[src/verilog/fprc_erase_map.v]
// One bit per flash page telling whether the page is erased.
`timescale 1ns/100ps
module fprc_erase_map #(
   parameter ADDR_BITS = 8
) (
   input  wire                 clk,
   input  wire                 reset_n,
   input  wire                 wrEn,
   input  wire [ADDR_BITS-1:0] wrAddr,
   input  wire                 wrData,
   input  wire [ADDR_BITS-1:0] rdAddr,
   output reg                  rdData_reg
);
   localparam DEPTH = 1 << ADDR_BITS;
   reg [DEPTH-1:0] erased_reg;
   genvar i;
   generate
      for (i = 0; i < DEPTH; i = i + 1) begin : gEntry
         // Pages start as not erased so a fresh part demands an erase.
         always @(posedge clk or negedge reset_n) begin
            if (!reset_n) begin
               erased_reg[i] <= 1'b0;
            end else if (wrEn && (wrAddr == i)) begin
               erased_reg[i] <= wrData;
            end
         end
      end
   endgenerate
   always @(posedge clk or negedge reset_n) begin
      if (!reset_n) begin
         rdData_reg <= 1'b0;
      end else begin
         rdData_reg <= erased_reg[rdAddr];
      end
   end
endmodule // fprc_erase_map

[config.mk]
export PLATFORM = sky130hd
export DESIGN_NAME = fprc_erase_map
export DESIGN_NICKNAME = d
export VERILOG_FILES = /design/src/verilog/fprc_erase_map.v
export SDC_FILE = /design/constraint.sdc
export NUM_CORES = 1
export LEC_CHECK = 0
export BUFFER_PORTS_ARGS = -buffer_cell sky130_fd_sc_hd__buf_2
export CORE_MARGIN = 2
export CORE_UTILIZATION = 50
export DETAILED_ROUTE_END_ITERATION = 6
export PLACE_DENSITY = 0.71
export SLEW_MARGIN = 20
export SYNTH_ARGS = -nofsm -noshare
export SYNTH_HDL_FRONTEND = slang
export SYNTH_SLANG_ARGS = --single-unit
[constraint.sdc]
create_clock -name clk -period 1.7 [get_ports clk]
set_input_delay 0.34 -clock clk [delete_from_list [all_inputs] [get_ports clk]]
set_output_delay 0.34 -clock clk [all_outputs]
set_load 0.01 [all_outputs]
Word-level counts from Yosys, hierarchy flattened
Cells that the tools add are included.
{ "op_classes": {"magnitude_cmp": 1, "n_eq_ne": 255, "n_mux": 2, "n_reduce_logical": 257} }
{ "ops": {"columns": ["cell", "count"], "rows": [
  ["$eq A8 B8 Y1 const B", 128],
  ["$eq A8 B7 Y1 const B", 64],
  ["$eq A8 B6 Y1 const B", 32],
  ["$logic_and A1 B1 Y1", 256],
  ["$eq A8 B5 Y1 const B", 16],
  ["$eq A8 B4 Y1 const B", 8],
  ["$eq A8 B3 Y1 const B", 4],
  ["$eq A8 B2 Y1 const B", 2],
  ["$lt A8 B9 Y1 const B", 1],
  ["$bmux W1 S8", 1],
  ["$eq A8 B1 Y1 const B", 1],
  ["$logic_not A8 Y1", 1],
  ["$mux W1", 1]
]} }
{ "totals": {"reg_bits": 257, "in_bits": 20, "out_inout_bits": 1, "wordCells": 772} }

Longest topological paths before layout
Gate-level depths: netlist of run 1.
{ "depth": {"depth_word": 2, "mapped_depth": 10, "depth_no_buf": 6} }

Least setup slack after synthesis of run 1
No wires, ideal clock.
{ "synth_path": {"kind": "input port to flip-flop", "from": "input port rdAddr[1]", "to": "register rdData_reg", "setup_time_ns": 0.130, "arrival_time_ns": 1.862, "t_required_ns": 1.570, "slack_ns": -0.292, "path_stages": 10, "path_buffers": 4, "path_cell_list": "buf_4 buf_4 buf_4 buf_4 mux2i_1 nor2_1 nor4_1 o211ai_1 a32oi_1 a31oi_1"} }
{ "synth_between": {"elab_chain_cells": 2} }
{ "synth_rtl": {"columns": ["item", "line_no", "rtl"], "rows": [
  ["from (decl)", "11", "input wire [ADDR_BITS-1:0] rdAddr,"],
  ["$bmux W1 S8", "33", "rdData_reg <= erased_reg[rdAddr];"],
  ["$mux W1 (not written as such)", "33", null],
  ["to (signal assigned)", "33", null],
  ["to (decl)", "12", "output reg rdData_reg"]
]} }
Every way passes these cells. The select of a mux whose other input is x is not followed.
A chain may end at the register's enable or synchronous reset.

Worst setup path after layout of run 1
{ "layout_path": {"from": "input port rdAddr[0]", "to": "register rdData_reg"} }
The elaborated chain is that of the path after synthesis.

==> results of run 1 <==
## layout by cell type (no fill, tap or decap), types with 16 or more instances in the layout
cell / instances
o22ai_1: 20
nor2_1: 105
buf_4: 129
nand2_1: 194
dfrtp_1: 257
mux2i_1: 60
mux4_2: 35
mux2_2: 249
buf_2: 16
buf_12: 23
clkbuf_16: 29
## repair_timing
action                                  4_1_cts  5_1_grt
endpoints found under the setup margin        1        1
endpoints found under the hold margin        42        0
hold buffers                                  1        0
resized for setup                             7        8
## worst register-to-register path, cell delays in order (launching register included)
cell and delay (ns):
dfrtp_1 0.38, mux4_2 0.47, a22o_1 0.26, o41ai_2 0.21
a31oi_1 0.12, nor4_2 0.29, a31oi_1 0.07
## power by group through the flow
| stage | sequential [mW] | clock (mW) | combinational (mW) |
|---|---|---|---|
| after floorplan | 6.61 | 0 | 0.830 |
| after global placement | 6.66 | 0 | 1.45 |
| after detailed placement | 6.68 | 0 | 1.48 |
| after CTS | 6.57 | 6.00 | 1.50 |
| after global routing | 6.60 | 6.25 | 1.61 |
| final | 6.57 | 5.90 | 1.51 |
## kinds of logic after synthesis
family / Yosys count / share of synthesized area [%]
AO/OA/AOI/OAI: 53 / 2.80
buffers and inverters: 101 / 3.57
flip-flops: 257 / 48.7
multiplexers: 353 / 32.7
AND/OR/NAND/NOR: 380 / 12.3
## per-stage QoR
| stage | setup TNS (ns) | cell area (um^2) | hold slack [ns] | utilization [%] |
|---|---|---|---|---|
| 5_1_grt | -0.316 | 15700 | 0.206 | 60.5 |
| 4_1_cts | -0.235 | 15700 | 0.154 | 60.4 |
| 3_5_place_dp | -12.18 | 14800 | 0.299 | 56.9 |
| 2_1_floorplan | -1.56 | 13300 | 0.0444 | - |
| 3_3_place_gp | -9.71 | 14800 | 0.300 | 56.9 |
| 6_report | -0.230 | 15700 | 0.189 | 60.5 |
## final cells by class
class	instances	area (um^2)	share of cell area [%]
timing repair buffer	172	1550	9.88
clock buffer	47	843	5.37
clock inverter	2	35.0	0.223
tap	335	419	2.67
inverter	3	11.3	0.0717
sequential	257	6430	40.9
multi-input combinational	786	6420	40.9
## layer usage
| layer | routed length, um | part of all wire [%] |
|---|---|---|
| met5 | 0 | 0 |
| met4 | 1400 | 3.9 |
| met3 | 1920 | 5.3 |
| met2 | 17500 | 48 |
| met1 | 15400 | 42 |
## how the worst max path moves through the flow
stage                         start          to  slack, ns  cells past startpoint
finish                    rdAddr[0]  rdData_reg      -0.23                     10
global placement          rdAddr[0]  rdData_reg      -0.80                     10
floorplan                 rdAddr[0]  rdData_reg      -0.26                      8
detailed placement        rdAddr[0]  rdData_reg      -0.85                     10
CTS                 erased_reg[203]  rdData_reg      -0.24                      6
global route        erased_reg[171]  rdData_reg      -0.32                      6
==> impl_results.md, run 1 <==
- Most instantiated library cell after synthesis: dfrtp_1
- Worst Reg2Reg Path Length in Cells: 6
- Port Buffers: 20
- Max-Cap Viols: 0
- Design Power: 14.0 mW
- Critical Path AT: 2.39 ns
- Num Clock Sinks: 257
- Worst skew pair latency: 0.54 ns
- # Post-CTS Setup Buffers: 0
- Buffers & Inverters on Critical Path: 4
- I/O pins: 21
- Crit-path cells: clkbuf_4 > buf_12 > buf_4 > or3b_4 > buf_4 > o22ai_1 > nor2_1 > a31oi_2 > a32oi_1 > a31oi_1
- Post-Syn Area: 13200 um^2
- Final critical-path share of the clock period: 114%
- Initial antenna violation count: 0
- Status: finished, violations left
- Filler cells: 2079
- Hold Crit Depth: 3
- Final HPWL DP: 24500 um
- Final count of hold timing violations: 0
- P_int: 10.6 mW
- Grt ovf: 0
- # DRC: 0
- Largest register FFs: 256
- Reg2reg setup slack: -0.21 ns
- Antenna Cells: 0
- Critical register-to-register path startpoint: erased_reg[187]
- Top cell types by occurrence after synthesis: dfrtp_1 (257), mux2_2 (249), nand2_1 (195)
- Drt wl/cell: 22.6 um
- Achievable Freq: 518 MHz
- CTS tree: yes
- Area grow syn2layout: 18.9%
- Num CTS Buffers: 28
- First-pass GRT wire length: 57600 um
- Final WL: 36200 um
- Hold Path Sink: rdData_reg
- Worst-margin pin slew: 0.856 ns
- Crit end category: flip-flop
- Worst path slowest cell: or3b_4
- Layout cells sized above 1: 40.3%
- Vias in the first global route: 10.0k
- Die H: 167 um
- Setup Slack @ Placement: -0.850 ns
- Inst Count DP: 1552
- RR Endpoint: rdData_reg
- # setup viols final: 1
- Peak VDD IR: 0.701 mV
- Syn Area/Cell: 11.6 um^2
- FFs w/ async S/R, synth: 100%
- Core area: 26000 um^2
- Worst min path class: in2reg
- Via count: 9467
- Sw frac: 24.2%
- CTS clk-pin slew, worst paths: 0.06 ns
- Clock buffer depth: 3
- Switching power total: 3.38 mW
- Violated checks: negative setup slack
- Initial Util: 50.9%
- Yosys cell types: 43
- Worst hold start: rdAddr[6]
- Fin nets: 1268
- WP data required: 2.16 ns
- Crit path max fanout: 17
- Die area: 27800 um^2
- Post-synth EDFFs: 0
- Post-route ant nets: 0
- Synth top area cells: dfrtp_1 (49%), mux2_2 (21%), nand2_1 (5.5%)
- H-tree levels: 1
- CTS root buffer: clkbuf_16
- Critical path's largest stage delay: 0.42 ns
- Worst Slack Setup Final: -0.230 ns
- Initial DRT Pass Iterations: 5
- Post-synthesis sequential area ratio: 48.7%
- Largest net degree at the start of global routing: 62
- Grt peak-use layer: met2
- #FFs+latches synth: 257
- Met3 Use GR: 3.66%
- Max Slew Vio Count: 0
- Met1 Use GR: 35.3%
- Synth Warn #: 0
- Met2 usage: 44.6%
- Final Critical Period: 1.93 ns
- LEAKAGE: 7.27 nW
- Chip width: 167 um
- Post-Syn Instances: 1144
- RSZ-0062 raised after global routing: true
- Kind of critical path: in2reg
- Ys flop type: dfrtp_1
- Num rows: 59
- Post-DR vias/cell: 5.91
- Delay-heaviest family, CP: buffers and inverters
- Clock share of power: 42.2%
- Startpoint types: input port
- Cell repeated most along the worst path: buf_4
- Layout Skew: 0.00727 ns
- GP Congestion: 0.921
- GRT Util Overall: 26.4%
- Yosys top cell by area: dfrtp_1
- Top cell type's share of synthesized area: 48.7%
- Power per Cell Area: 889 nW/um^2
- Flop pwr share: 47.0%
- Worst slew margin: 42.7%
- Final Instance Count excl. Fillers: 1602
- 1st-iter DRT viols: 785
- Syn_nets: 1164
- Comb pwr share: 10.8%
Note: power is estimated with default switching activity, not from simulation.
==> run 2, diff against run 1 <==
SKIP_LAST_GASP = 1   (was not set)
==> run 2 against run 1 <==
  * The run still ends with negative setup slack left
  * Total power is 0.11% lower
  * Hold slack worse by 0.00068 ns
  * Die area is the same
  * Critical path depth unchanged
  * Largest cell class unchanged
==> impl_results.md, run 2 (synthesized netlist as in run 1, its figures left out) <==
- Largest net degree at the start of global routing: 62 (unchanged)
- Initial Util: 50.9% (unchanged)
- Reg2reg setup slack: -0.32 ns (was -0.21 ns)
- Highest metal used: met4 (unchanged)
- Layout Skew: 0.00770 ns (was 0.00727 ns)
- GRT Util Overall: 26.4% (about the same)
- Peak VDD IR: 0.701 mV (about the same)
- Final Util: 60.4% (was 60.5%)
- Post-DR vias/cell: 5.94 (was 5.91)
- DR WL met2: 17500 um (about the same)
- Crit-path cells: buf_2 > buf_12 > buf_4 > or3b_1 > buf_4 > o22ai_1 > nor4_1 > a31oi_1 > nand3_1 > a31oi_1 (was clkbuf_4 > buf_12 > buf_4 > or3b_4 > buf_4 > o22ai_1 > nor2_1 > a31oi_2 > a32oi_1 > a31oi_1)
- Worst hold start: rdAddr[6] (unchanged)
- Sw frac: 24.1% (was 24.2%)
- Antenna Cells: 0 (unchanged)
- P_int: 10.6 mW (about the same)
- Most common cell after layout, fill and taps aside: dfrtp_1 (unchanged)
- Worst-margin pin slew: 0.866 ns (was 0.856 ns)
- Max-Cap Viols: 0 (unchanged)
- Final Instance Count excl. Fillers: 1602 (unchanged)
- Final count of hold timing violations: 0 (unchanged)
- Vias in the first global route: 10.0k (about the same)
- RR Endpoint: rdData_reg (unchanged)
- Initial antenna violation count: 0 (unchanged)
- Critical register-to-register path startpoint: erased_reg[203] (was erased_reg[187])
- Num rows: 59 (unchanged)
- Sequential cell area: 6430 um^2 (unchanged)
- Chip width: 167 um (unchanged)
- Final critical-path share of the clock period: 119% (was 114%)
- LEAKAGE: 7.27 nW (about the same)
- Final Critical Period: 2.03 ns (was 1.93 ns)
- Clock buffer depth: 3 (unchanged)
- GP Congestion: 0.921 (unchanged)
- Worst min path class: in2reg (unchanged)
- # setup viols final: 1 (unchanged)
- Initial DRT Pass Iterations: 5 (unchanged)
- CTS tree: yes (unchanged)
- Delay-heaviest family, CP: buffers and inverters (unchanged)
- Num CTS Buffers: 28 (unchanged)
- Multi-input gate area: 6400 um^2 (was 6420 um^2)
- Met3 wire len: 1970 um (was 1920 um)
- Final HPWL DP: 24500 um (unchanged)
- Switching power total: 3.37 mW (was 3.38 mW)
- Core area: 26000 um^2 (unchanged)
- Critical Path AT: 2.49 ns (was 2.39 ns)
- 1st-iter DRT viols: 806 (was 785)
- WP data required: 2.16 ns (about the same)
- Largest register FFs: 256 (unchanged)
- Crit end category: flip-flop (unchanged)
- Final hold slack: 0.188 ns (was 0.189 ns)
- Achievable Freq: 494 MHz (was 518 MHz)
- Num Clock Sinks: 257 (unchanged)
- Worst slew margin: 42.1% (was 42.7%)
- Worst Slack Setup Final: -0.326 ns (was -0.230 ns)
- Design Power: 14.0 mW (about the same)
- Placed cell area: 14800 um^2 (unchanged)
- First-pass GRT wire length: 57500 um (was 57600 um)
- Comb pwr share: 10.7% (was 10.8%)
- Worst Reg2Reg Path Length in Cells: 6 (unchanged)
- Fin nets: 1268 (unchanged)
- Flop pwr share: 47.1% (was 47.0%)
- # DRC: 0 (unchanged)
- H-tree levels: 1 (unchanged)
- Post-route ant nets: 0 (unchanged)
- Violated checks: negative setup slack (unchanged)
- Hold Crit Depth: 3 (unchanged)
- I/O pins: 21 (unchanged)
- CTS clk-pin slew, worst paths: 0.06 ns (about the same)
- Crit path max fanout: 17 (unchanged)
- Filler cells: 2084 (was 2079)
- Commonest cells after routing, fill and taps aside: dfrtp_1 (257), mux2_2 (249), nand2_1 (194), buf_4 (129), nor2_1 (105) (unchanged)
- Inst Count DP: 1552 (unchanged)
- Worst skew pair latency: 0.54 ns (about the same)
- Area grow syn2layout: 18.7% (was 18.9%)
- Design Area, Final: 15700 um^2 (about the same)
- CTS root buffer: clkbuf_16 (unchanged)
- Grt ovf: 0 (unchanged)
- Drt wl/cell: 22.5 um (was 22.6 um)
- Status: finished, violations left (unchanged)
- Hold Path Sink: rdData_reg (unchanged)
- Kind of critical path: in2reg (unchanged)
- Setup TNS: -0.326 ns (was -0.230 ns)
- M1 WL: 15200 um (was 15400 um)
- Worst path slowest cell: or3b_1 (was or3b_4)
- Buffers & Inverters on Critical Path: 4 (unchanged)
- Die area: 27800 um^2 (unchanged)
- Final WL: 36100 um (was 36200 um)
- Via count: 9515 (was 9467)
- Setup Slack @ Placement: -0.850 ns (unchanged)
- Clock share of power: 42.2% (about the same)
- RSZ-0062 raised after global routing: true (unchanged)
- Layout cells sized above 1: 40.0% (was 40.3%)
- Power per Cell Area: 890 nW/um^2 (was 889 nW/um^2)
- Critical path's largest stage delay: 0.45 ns (was 0.42 ns)
- Die H: 167 um (unchanged)
- # Post-CTS Setup Buffers: 0 (unchanged)
- Port Buffers: 20 (unchanged)
- Startpoint types: input port (unchanged)
- Max Slew Vio Count: 0 (unchanged)
## run 2: metal layers
metal,GRT usage [%],vias up
met4,9.63,0
met2,44.5,294
met3,3.68,97
li1,-,4231
met5,0,-
met1,35.1,4893
## run 2: worst max path at each step
stage                          startpoint    endpoint  cells past startpoint
after global routing      erased_reg[203]  rdData_reg                      6
after CTS                 erased_reg[201]  rdData_reg                      6
after global placement          rdAddr[0]  rdData_reg                     10
after detailed placement        rdAddr[0]  rdData_reg                     10
final                           rdAddr[0]  rdData_reg                     10
after floorplan                 rdAddr[0]  rdData_reg                      8
## run 2: timing repair
item / CTS / global route
resized for setup: 3 / 7
hold endpoints to repair: 42 / 0
hold buffers: 1 / 0
endpoints found under the setup margin: 1 / 1
pin swaps: 0 / 2
## run 2: worst reg2reg max path, cell delays in order (launching register included)
cell,delay [ns]
dfrtp_1,0.38
mux4_2,0.50
mux2i_4,0.20
nor4b_2,0.07
o41a_1,0.44
nor4_2,0.24
a31oi_1,0.07
## run 2: final cells by class
cell class,count,share of cell area [%]
Clock buffer,47,5.37
Clock inverter,2,0.223
Inverter,3,0.0718
Multi-Input combinational cell,786,40.8
Sequential cell,257,41.0
Tap cell,335,2.67
Timing Repair Buffer,172,9.88
## run 2: power groups by stage
stage | clock network, mW | registers, mW | logic [mW]
after detailed placement | 0 | 6.68 | 1.48
after global placement | 0 | 6.66 | 1.45
final | 5.89 | 6.57 | 1.50
after global routing | 6.25 | 6.60 | 1.61
after CTS | 6.00 | 6.57 | 1.49
after floorplan | 0 | 6.61 | 0.830
